File: config.mk
export PLATFORM = sky130hd
export DESIGN_NAME = emicfg_top
export DESIGN_NICKNAME = d
export VERILOG_FILES = /design/src/emicfg_pkg.sv /design/src/emicfg_strobe_timer.sv /design/src/emicfg_top.sv
export SDC_FILE = /design/constraint.sdc
export NUM_CORES = 1
export LEC_CHECK = 0
export BUFFER_PORTS_ARGS = -buffer_cell sky130_fd_sc_hd__buf_2
export CAP_MARGIN = 20
export CORE_MARGIN = 2
export CORE_UTILIZATION = 35
export CTS_CLUSTER_SIZE = 14
export DETAILED_ROUTE_END_ITERATION = 10
export PLACE_DENSITY = 0.55
export SLEW_MARGIN = 20
export SYNTH_ARGS = -nofsm -noshare
export SYNTH_HDL_FRONTEND = slang
export SYNTH_SLANG_ARGS = --single-unit
File: constraint.sdc
create_clock -name clk_sys -period 2 [get_ports clk_sys]
set_input_delay 0.2 -clock clk_sys [delete_from_list [all_inputs] [get_ports clk_sys]]
set_output_delay 0.2 -clock clk_sys [all_outputs]
set_load 0.05 [all_outputs]
File: src/emicfg_pkg.sv
/*
  Shared constants and types of the external memory interface configuration
  block: register addresses, field positions, reset values, mode codes,
  state codes and the packed state records of both modules.
  Assumes a processor data bus with 16-bit byte addresses and 8-bit data.
*/
// How it works
// - An 8-bit bank map register resizes the split of the two memory spaces and resets to 8'h01.
// - Bits 7:6 of control register A give the read strobe wait states and reset to zero.
// - Bits 5:4 of control register A pick the read strobe waveform mode.
// - Bits 3:2 of control register A give the write strobe wait states and reset to zero.
// - Bits 1:0 of control register A pick the write strobe waveform mode.
// - Bits 7:6 of control register B give the address latch strobe wait states.
// - Bits 5:4 of control register B pick the address latch strobe waveform mode.
// - The mode field has its high bit at position 0 and low bit at 1; 00 FIFO, 01 reserved, 10 demux, 11 mux.
package emicfg_pkg;

  // ****************************************
  // Register map
  // ****************************************
  localparam logic [15:0] ADDR_BANK_MAP = 16'hf800;
  localparam logic [15:0] ADDR_CTRL_A = 16'hf801;
  localparam logic [15:0] ADDR_CTRL_B = 16'hf802;
  localparam logic [7:0] RST_BANK_MAP = 8'h01;
  localparam logic [7:0] RST_CTRL_A = 8'h00;
  localparam logic [7:0] RST_CTRL_B = 8'h00;
  localparam logic [7:0] RDATA_UNMAPPED = 8'h00;

  // ****************************************
  // Field positions
  // ****************************************
  localparam int RD_WAIT_LSB = 6;
  localparam int RD_WAVE_LSB = 4;
  localparam int WR_WAIT_LSB = 2;
  localparam int WR_WAVE_LSB = 0;
  localparam int ALE_WAIT_LSB = 6;
  localparam int ALE_WAVE_LSB = 4;
  localparam int MODE_HI_POS = 0;
  localparam int MODE_LO_POS = 1;

  // ****************************************
  // Interface mode codes
  // ****************************************
  localparam logic [1:0] MODE_FIFO = 2'h0;
  localparam logic [1:0] MODE_RSVD = 2'h1;
  localparam logic [1:0] MODE_DEMUX = 2'h2;
  localparam logic [1:0] MODE_MUX = 2'h3;

  // ****************************************
  // State types
  // ****************************************
  typedef enum logic [2:0] {
    EMICFG_IDLE = 3'h1,
    EMICFG_ALE = 3'h2,
    EMICFG_STRB = 3'h4
  } emicfg_state_t;

  typedef struct packed {
    logic active;
    logic [1:0] cnt;
  } emicfg_tmr_t;

  typedef struct packed {
    emicfg_state_t state;
    logic [7:0] bank_map;
    logic [7:0] ctrl_a;
    logic [7:0] ctrl_b;
    logic [7:0] rdata;
    logic is_write;
    logic [1:0] data_wait;
    logic busy;
    logic done;
    logic ale;
    logic rd_n;
    logic wr_n;
    logic [1:0] mode;
    logic [1:0] rd_wave;
    logic [1:0] wr_wave;
    logic [1:0] ale_wave;
  } emicfg_top_t;

endpackage : emicfg_pkg

File: src/emicfg_strobe_timer.sv
/*
  Strobe stretch timer: once started it stays active for one cycle plus the
  loaded number of wait cycles and flags the last active cycle.
  Assumes the caller starts it only once the previous stretch has reached its last cycle.
*/
module emicfg_strobe_timer #(
  parameter int WAIT_W = 2
) (
  input wire logic clk_sys,
  input wire logic srst,
  input wire logic start,
  input wire logic [WAIT_W-1:0] wait_cnt,
  output logic last
);

  emicfg_pkg::emicfg_tmr_t st;
  emicfg_pkg::emicfg_tmr_t next_st;

  // Loads the wait count on start and counts it down while active.
  always_comb
  begin
    next_st = st;
    if (start)
    begin
      next_st.active = 1'b1;
      next_st.cnt = 2'(wait_cnt);
    end
    else if (st.active)
    begin
      if (st.cnt == '0)
        next_st.active = 1'b0;
      else
        next_st.cnt = st.cnt - 2'h1;
    end
  end

  // Registers the timer state.
  always_ff @(posedge clk_sys)
  begin
    if (srst)
      st <= '0;
    else
      st <= next_st;
  end

  // The last stretched cycle of the strobe.
  assign last = st.active && (st.cnt == '0);

endmodule : emicfg_strobe_timer

File: src/emicfg_top.sv
/*
  External memory interface configuration: three processor registers and a
  strobe sequencer that applies their settings to each external access.
  Assumes processor bus requests are synchronous to clk_sys and that an
  access request is only made while acc_busy is low.
*/
module emicfg_top (
  input wire logic clk_sys,
  input wire logic srst,
  input wire logic [15:0] cpu_addr,
  input wire logic [7:0] cpu_wdata,
  input wire logic cpu_we,
  input wire logic cpu_re,
  output logic [7:0] cpu_rdata,
  input wire logic acc_start,
  input wire logic acc_write,
  output logic acc_busy,
  output logic acc_done,
  output logic ale_strobe,
  output logic rd_strobe_n,
  output logic wr_strobe_n,
  output logic [7:0] memory_bank_map,
  output logic [1:0] iface_mode,
  output logic [1:0] rd_wave,
  output logic [1:0] wr_wave,
  output logic [1:0] ale_wave
);

  // ****************************************
  // Register decode
  // ****************************************

  // Gives a one-hot select of the register at an address, zero if unmapped.
  function automatic logic [2:0] reg_sel(input logic [15:0] addr);
    reg_sel = {addr == emicfg_pkg::ADDR_CTRL_B, addr == emicfg_pkg::ADDR_CTRL_A,
               addr == emicfg_pkg::ADDR_BANK_MAP};
  endfunction : reg_sel

  emicfg_pkg::emicfg_top_t st;
  emicfg_pkg::emicfg_top_t next_st;
  logic tmr_start;
  logic [1:0] tmr_wait;
  logic tmr_last;
  logic [2:0] wsel;
  logic [2:0] rsel;
  logic is_mux;

  assign wsel = reg_sel(cpu_addr);
  assign rsel = reg_sel(cpu_addr);
  assign is_mux = (st.mode == emicfg_pkg::MODE_MUX);

  // ****************************************
  // Next state
  // ****************************************

  // Register writes, readback, and the access sequence with its snapshot.
  always_comb
  begin
    next_st = st;
    next_st.done = 1'b0;
    tmr_start = 1'b0;
    tmr_wait = 2'h0;
    if (cpu_we && wsel[0])
      next_st.bank_map = cpu_wdata;
    if (cpu_we && wsel[1])
      next_st.ctrl_a = cpu_wdata;
    if (cpu_we && wsel[2])
      next_st.ctrl_b = cpu_wdata;
    if (cpu_re)
      next_st.rdata = rsel[0] ? st.bank_map : rsel[1] ? st.ctrl_a : rsel[2] ? st.ctrl_b
                      : emicfg_pkg::RDATA_UNMAPPED;
    // Mode follows the register with its high bit at position 0.
    next_st.mode = {st.ctrl_b[emicfg_pkg::MODE_HI_POS], st.ctrl_b[emicfg_pkg::MODE_LO_POS]};
    unique case (st.state)
      emicfg_pkg::EMICFG_IDLE:
      begin
        if (acc_start)
        begin
          // Settings are frozen here for the whole access.
          next_st.is_write = acc_write;
          next_st.rd_wave = st.ctrl_a[emicfg_pkg::RD_WAVE_LSB +: 2];
          next_st.wr_wave = st.ctrl_a[emicfg_pkg::WR_WAVE_LSB +: 2];
          next_st.ale_wave = st.ctrl_b[emicfg_pkg::ALE_WAVE_LSB +: 2];
          next_st.data_wait = acc_write ? st.ctrl_a[emicfg_pkg::WR_WAIT_LSB +: 2]
                              : st.ctrl_a[emicfg_pkg::RD_WAIT_LSB +: 2];
          tmr_start = 1'b1;
          if (is_mux)
          begin
            // Only the multiplexed bus needs an address latch phase.
            next_st.state = emicfg_pkg::EMICFG_ALE;
            tmr_wait = st.ctrl_b[emicfg_pkg::ALE_WAIT_LSB +: 2];
          end
          else
          begin
            next_st.state = emicfg_pkg::EMICFG_STRB;
            tmr_wait = acc_write ? st.ctrl_a[emicfg_pkg::WR_WAIT_LSB +: 2]
                       : st.ctrl_a[emicfg_pkg::RD_WAIT_LSB +: 2];
          end
        end
      end
      emicfg_pkg::EMICFG_ALE:
      begin
        if (tmr_last)
        begin
          next_st.state = emicfg_pkg::EMICFG_STRB;
          tmr_start = 1'b1;
          tmr_wait = st.data_wait;
        end
      end
      emicfg_pkg::EMICFG_STRB:
      begin
        if (tmr_last)
        begin
          next_st.state = emicfg_pkg::EMICFG_IDLE;
          next_st.done = 1'b1;
        end
      end
      default:
        next_st.state = emicfg_pkg::EMICFG_IDLE;
    endcase
    // Strobe flops follow the coming state so they stand for the full stretch.
    next_st.busy = (next_st.state != emicfg_pkg::EMICFG_IDLE);
    next_st.ale = (next_st.state == emicfg_pkg::EMICFG_ALE);
    next_st.rd_n = !((next_st.state == emicfg_pkg::EMICFG_STRB) && !next_st.is_write);
    next_st.wr_n = !((next_st.state == emicfg_pkg::EMICFG_STRB) && next_st.is_write);
  end

  // Registers all state; reset gives FIFO mode and unstretched strobes.
  always_ff @(posedge clk_sys)
  begin
    if (srst)
    begin
      st <= '0;
      st.state <= emicfg_pkg::EMICFG_IDLE;
      st.bank_map <= emicfg_pkg::RST_BANK_MAP;
      st.ctrl_a <= emicfg_pkg::RST_CTRL_A;
      st.ctrl_b <= emicfg_pkg::RST_CTRL_B;
      st.rd_n <= 1'b1;
      st.wr_n <= 1'b1;
    end
    else
      st <= next_st;
  end

  // Stretch timer shared by the latch and data strobe phases.
  emicfg_strobe_timer #(
    .WAIT_W(2)
  ) u_timer (
    .clk_sys(clk_sys),
    .srst(srst),
    .start(tmr_start),
    .wait_cnt(tmr_wait),
    .last(tmr_last)
  );

  // Outputs straight from the state flops.
  assign cpu_rdata = st.rdata;
  assign acc_busy = st.busy;
  assign acc_done = st.done;
  assign ale_strobe = st.ale;
  assign rd_strobe_n = st.rd_n;
  assign wr_strobe_n = st.wr_n;
  assign memory_bank_map = st.bank_map;
  assign iface_mode = st.mode;
  assign rd_wave = st.rd_wave;
  assign wr_wave = st.wr_wave;
  assign ale_wave = st.ale_wave;

  // ****************************************
  // Checks
  // ****************************************

  logic go_rd;
  logic go_wr;
  assign go_rd = acc_start && !st.busy && !acc_write && !is_mux;
  assign go_wr = acc_start && !st.busy && acc_write && !is_mux;
endmodule : emicfg_top

==> flow_summary.yaml, run 1 <==
status:
  outcome: "complete, no violations"
logic_synthesis:
  synth_compound_area_share_pct: 10.5
  ys_seq_elements: 54
  syn_nets: 295
  synth.distinct_cells: 38
  synth.avg_cell_area_sq_um: 9.72
  synthFlopType: "dfxtp_1"
  synth_edf_count: 0
  synth_top_cell_by_area: "dfxtp_1"
  synth_xor_area_share_pct: 0
  synth_area_leaders: "dfxtp_1, mux2i_1, nand2b_1"
  synth_top_area_share_pct: 42.1
  synthAdderAreaFrac_pct: 0.488
  syn_inst: 264
  syn_area_sq_um: 2560
  synth_top_family_by_area: "simple AND/OR/NAND/NOR gates"
  yosysWarnings: 0
  ys_async_sr_fraction_pct: 0
  ys_seq_area_share_pct: 42.1
  synthSimpleGateAreaFrac_pct: 22.1
  synthMuxAreaShare_pct: 14.5
clock_network:
  cts_sinks: 54
  postCtsHoldBufs: 0
  cts_made_buffers: 5
  cts_setup_buffers: 0
  cts_tree: "done"
  cts.clk_slew.worst_paths_ps: 100
  htree_levels: 2
  clock_latency_ps: 300
  ctsResizeCount: 0
  cts_root_buf: "clkbuf_8"
  clockBufferDepth: 2
global_route:
  antenna_found_initial: 0
  track_usage_pct: 14.3
  grt.overflow.total: 0
  grt_pass1_wl_mm: 8.65
  grt_pass1_vias: 1752
  grt_max_degree: 21
floorplan:
  die_x_um: 89.6
  dieArea_sq_um: 8030
  die_height_um: 89.6
  rows: 31
  initial_utilization_pct: 35.7
  core_area_sq_um: 7180
  pin_count: 59
layout:
  fillers: 739
  antenna_cells: 0
  finalNetCount: 331
  drive_above_1_share_pct: 29.7
  multi_input_area_sq_um: 1220
  area_growth_pct: 12.8
  register_area_sq_um: 1080
power:
  p_total_mw: 2.04
  p_leak_nw: 1.31
  vdd_drop_max_mv: 0.285
  p_per_area_nw_per_um2: 706
job:
  maxCapViolCount: 0
setup_path:
  crit_fanout: 12
  critPathLaunchType: "register"
  slowest_delay_ps: 520
  required_ps: 2190
  crit_chain: "and4bb_1 -> nor2_1 -> mux2_2 -> o31a_1"
  critical_path_class: "register to register"
  r2r_setup_slack_ps: 280
  crit_buf_inv: 0
  critical_path.top_delay_family: "simple AND/OR/NAND/NOR gates"
  ff2ff_path_depth: 4
  r2r_end: "u_timer.st[0]"
  r2r-start: "st[48]"
  cp-end-kind: "register"
  slowest_stage: "and4bb_1"
  crit_arrival_ps: 1910
drt:
  drtAntennaViolNets: 0
  wl_per_cell_um: 13.6
  drc: 0
  wl_mm: 5.41
  drt_iter0_drc: 49
  num_vias: 1805
  first_pass_iters: 6
  avgViaCountPerCell: 4.52
timing:
  relSlewSlack_pct: 67.2
  max_clock_freq_ghz: 0.583
  fin_setup_tns_ps: 0
  rsz0062_at_grt: "no"
  hold_viol_final: 0
  final.setup_skew_ps: 10.6
  fin_crit_ps: 1720
  holdWs_ps: 187
  period_share_pct: 85.8
  setup_viol: 0
  slew_viol_final: 0
  tightestPinTransition_ps: 490
place:
  io_buffers: 58
  hpwl_mm: 4.03
  gp_congestion: 0.725
hold_path:
  hp-start: "cpu_wdata[0]"
  min_path_type: "input pin to register"
  hold_depth: 3
  min_to: "memory_bank_map[0]"
## flip-flops by register name, indices dropped and copies added, names as in the netlist, 2 cells and up
name,flops
iface_mode,2
cpu_rdata,8
memory_bank_map,8
wr_wave,2
next_st,2
u_timer.st,3
ale_wave,2
st,20
rd_wave,2
## cell usage after synthesis (2+ instances only)
master    instances
clkbuf_1          6
inv_1             5
nor2b_1           3
and2b_1           2
dfxtp_1          54
buf_6             2
buf_4            25
a211oi_1          2
nor2_1           13
nor4b_1           2
mux2i_1          35
nand2_1          23
nand3b_1          4
mux2_2            2
buf_2             2
and4b_1           3
nand2b_1         31
o21ai_0          11
a21oi_1          12
a22o_2            8
o31a_1            2
## per-stage QoR
step	area [sq um]	setup slack [ps]	instances	util (%)
2_1_floorplan	2560	386	264	-
3_3_place_gp	2780	353	392	38.8
3_5_place_dp	2780	311	392	38.8
4_1_cts	2890	255	399	40.3
5_1_grt	2890	114	399	40.3
6_report	2890	283	399	40.3
## area by class of cell
type / instances / share of cell area [%]
clock buffer: 6 / 2.85
clock inverter: 1 / 1.04
inverter: 5 / 0.649
multi-input combinational: 170 / 42.2
sequential: 54 / 37.4
tap: 99 / 4.28
timing repair buffer: 64 / 11.6
## where the power goes
part	switching (mW)	total (mW)	internal, mW
logic	0.111	0.198	0.0876
registers	0.0115	1.10	1.09
clock network	0.340	0.741	0.401
## worst min-delay path, delay by kind of cell
kind	cells	cell delay (ps)
buffers and inverters	1	100
and+or+nand+nor	1	40
muxes	1	110
## metal layers
| metal | up-vias | global-route usage, % | routed length (um) |
|---|---|---|---|
| met5 | - | 0 | 0 |
| met4 | 0 | 4.21 | 58 |
| met3 | 4 | 3.84 | 165 |
| met2 | 32 | 22.3 | 2510 |
| met1 | 816 | 19.5 | 2680 |
| li1 | 953 | - | - |
## how the worst max path moves through the flow
stage                      start       endpoint  cells after the start
after global routing      st[48]    rd_strobe_n                      4
after global placement    st[48]    rd_strobe_n                      4
after detailed placement  st[48]    rd_strobe_n                      4
after floorplan           st[49]  u_timer.st[0]                      4
after CTS                 st[48]  u_timer.st[0]                      4
final                     st[48]  u_timer.st[0]                      4
## kinds of logic after synthesis
group / after synthesis
and+or+nand+nor: 93
muxes: 37
adders and majority gates: 1
AOI/OAI and AO/OA: 39
buffers and inverters: 40
DFF: 54
## layout by cell type, fill, tap and decap left out, types with 2 or more instances in the layout
master    netlist  final
buf_2           2     58
dfxtp_1        54     54
mux2i_1        35     35
nand2b_1       31     31
nand2_1        23     23
nor2_1         13     13
a21oi_1        12     12
o21ai_0        11     11
a22o_2          8      8
clkbuf_8        0      6
buf_4          25      6
inv_1           5      5
nand3b_1        4      4
and4b_1         3      3
nor2b_1         3      3
nor4b_1         2      2
and2b_1         2      2
a211oi_1        2      2
mux2_2          2      2
o31a_1          2      2
(Power assumes the default switching activity.)
==> run 2, diff against run 1 <==
- BUFFER_PORTS_ARGS: -buffer_cell sky130_fd_sc_hd__buf_2 -> not set
- DONT_BUFFER_PORTS: not set -> 1
- PLACE_DENSITY: 0.55 -> 0.48
==> run 2 against run 1 <==
  * First-iteration DRC count up 90%
  * Clock skew is 2.5 ps higher
  * Clock power increased by 0.8%
  * Sequential power about the same
  * Largest power group unchanged
  * Highest routed layer unchanged
==> flow_summary.yaml, run 2 (synthesized netlist as in run 1, its figures left out) <==
setup_path:
  startpoint: "st[50]"
  critical_path_class: "register to register"
  r2r_end: "u_timer.st[1]"
  slowest_delay_ps: 450
  ff2ff_path_depth: 5
  required_ps: 2200
  critical_path.top_delay_family: "compound AO/OA/AOI/OAI gates"
  critPathLaunchType: "register"
  crit_buf_inv: 1
  crit_arrival_ps: 1950
  slowest_stage: "dfxtp_1"
  cp-end-kind: "register"
  crit_chain: "and4bb_1 -> buf_4 -> a311oi_2 -> a21oi_1 -> o31a_1"
  r2r-start: "st[50]"
  crit_fanout: 10
  r2r_setup_slack_ps: 250
layout:
  antenna_cells: 0
  layout_common_cells: "dfxtp_1, mux2i_1, nand2b_1, nand2_1, nor2_1"
  finalNetCount: 281
  area_growth_pct: 4.05
  layout_commonest_cell: "dfxtp_1"
  largest_reg_flops: 20
  largest_register: "st"
  drive_above_1_share_pct: 15.1
  fillers: 736
  final_cells: 350
  multi_input_area_sq_um: 1220
  register_area_sq_um: 1080
floorplan:
  initial_utilization_pct: 35.7
  die_x_um: 89.6
  core_area_sq_um: 7180
  pin_count: 59
  rows: 31
  dieArea_sq_um: 8030
  die_height_um: 89.6
timing:
  tightestPinTransition_ps: 608
  setup_viol: 0
  holdWs_ps: 21.6
  rsz0062_at_grt: "no"
  relSlewSlack_pct: 59.3
  max_clock_freq_ghz: 0.572
  final.setup_skew_ps: 13.1
  fin_crit_ps: 1750
  slew_viol_final: 0
  fin_setup_tns_ps: 0
  hold_viol_final: 0
  final.setup.worst_slack_ps: 251
  period_share_pct: 87.5
place:
  hpwl_mm: 3.87
  dpl.cell_count: 340
  gp_congestion: 0.739
  io_buffers: 0
  place_ws_ps: 267
clock_network:
  ctsResizeCount: 0
  htree_levels: 2
  cts_setup_buffers: 0
  cts.clk_slew.worst_paths_ps: 100
  clockBufferDepth: 2
  cts_tree: "done"
  clock_latency_ps: 310
  cts_root_buf: "clkbuf_8"
  cts_made_buffers: 5
  cts_sinks: 54
drt:
  wl_per_cell_um: 15.6
  avgViaCountPerCell: 4.77
  first_pass_iters: 4
  wl_mm: 5.48
  drc: 0
  drt_iter0_drc: 93
  drtAntennaViolNets: 0
  num_vias: 1668
global_route:
  grt.overflow.total: 0
  grt_pass1_wl_mm: 8.37
  track_usage_pct: 14.0
  grt_pass1_vias: 1533
  antenna_found_initial: 0
  grt_max_degree: 42
power:
  vdd_drop_max_mv: 0.246
  p_per_area_nw_per_um2: 749
  p_leak_nw: 1.09
hold_path:
  min_to: "wr_strobe_n"
  hp-start: "srst"
  hold_depth: 1
  min_path_type: "input pin to register"
status:
  outcome: "complete, no violations"
job:
  maxCapViolCount: 0
[run 2: metrics by stage]
stage / power (mW) / util, % / instance area (sq um)
after detailed placement: 1.27 / 35.3 / 2540
after global placement: 1.27 / 35.3 / 2540
after CTS: 2.02 / 37.2 / 2670
final: 2.00 / 37.2 / 2670
after global routing: 2.08 / 37.2 / 2670
after floorplan: 1.27 / - / 2560
[run 2: final cells by class]
cell class | instances | area share [%]
multi-input cells | 170 | 45.8
flip-flops and latches | 54 | 40.5
clock inverters | 3 | 1.64
well taps | 99 | 4.64
clock buffers | 5 | 2.58
repair buffers | 14 | 4.13
inverters | 5 | 0.703
[run 2: where the power goes]
| part | internal [mW] | switching [mW] | total [mW] |
|---|---|---|---|
| clock | 0.376 | 0.371 | 0.747 |
| sequential | 1.09 | 0.0260 | 1.12 |
| combinational | 0.0641 | 0.0682 | 0.132 |
[run 2: how the worst max path moves through the flow]
| stage | to | cells past startpoint | slack [ps] |
|---|---|---|---|
| after global placement | u_timer.st[0] | 5 | 330 |
| after floorplan | u_timer.st[0] | 4 | 390 |
| after detailed placement | u_timer.st[1] | 5 | 270 |
| after global routing | u_timer.st[1] | 5 | 100 |
| final | u_timer.st[1] | 5 | 250 |
| after CTS | u_timer.st[1] | 5 | 240 |
[run 2: timing repair]
action                     4_1_cts  5_1_grt
hold buffers                     2        0
hold endpoints to repair        15        0
setup endpoints to repair        0        0
[run 2: metal layers]
layer | share of wire [%] | track usage, % | up-vias
li1 | - | - | 857
met1 | 47 | 18.7 | 776
met2 | 48 | 22.5 | 32
met3 | 4.7 | 4.02 | 3
met4 | 0.31 | 3.26 | 0
met5 | 0 | 0 | -
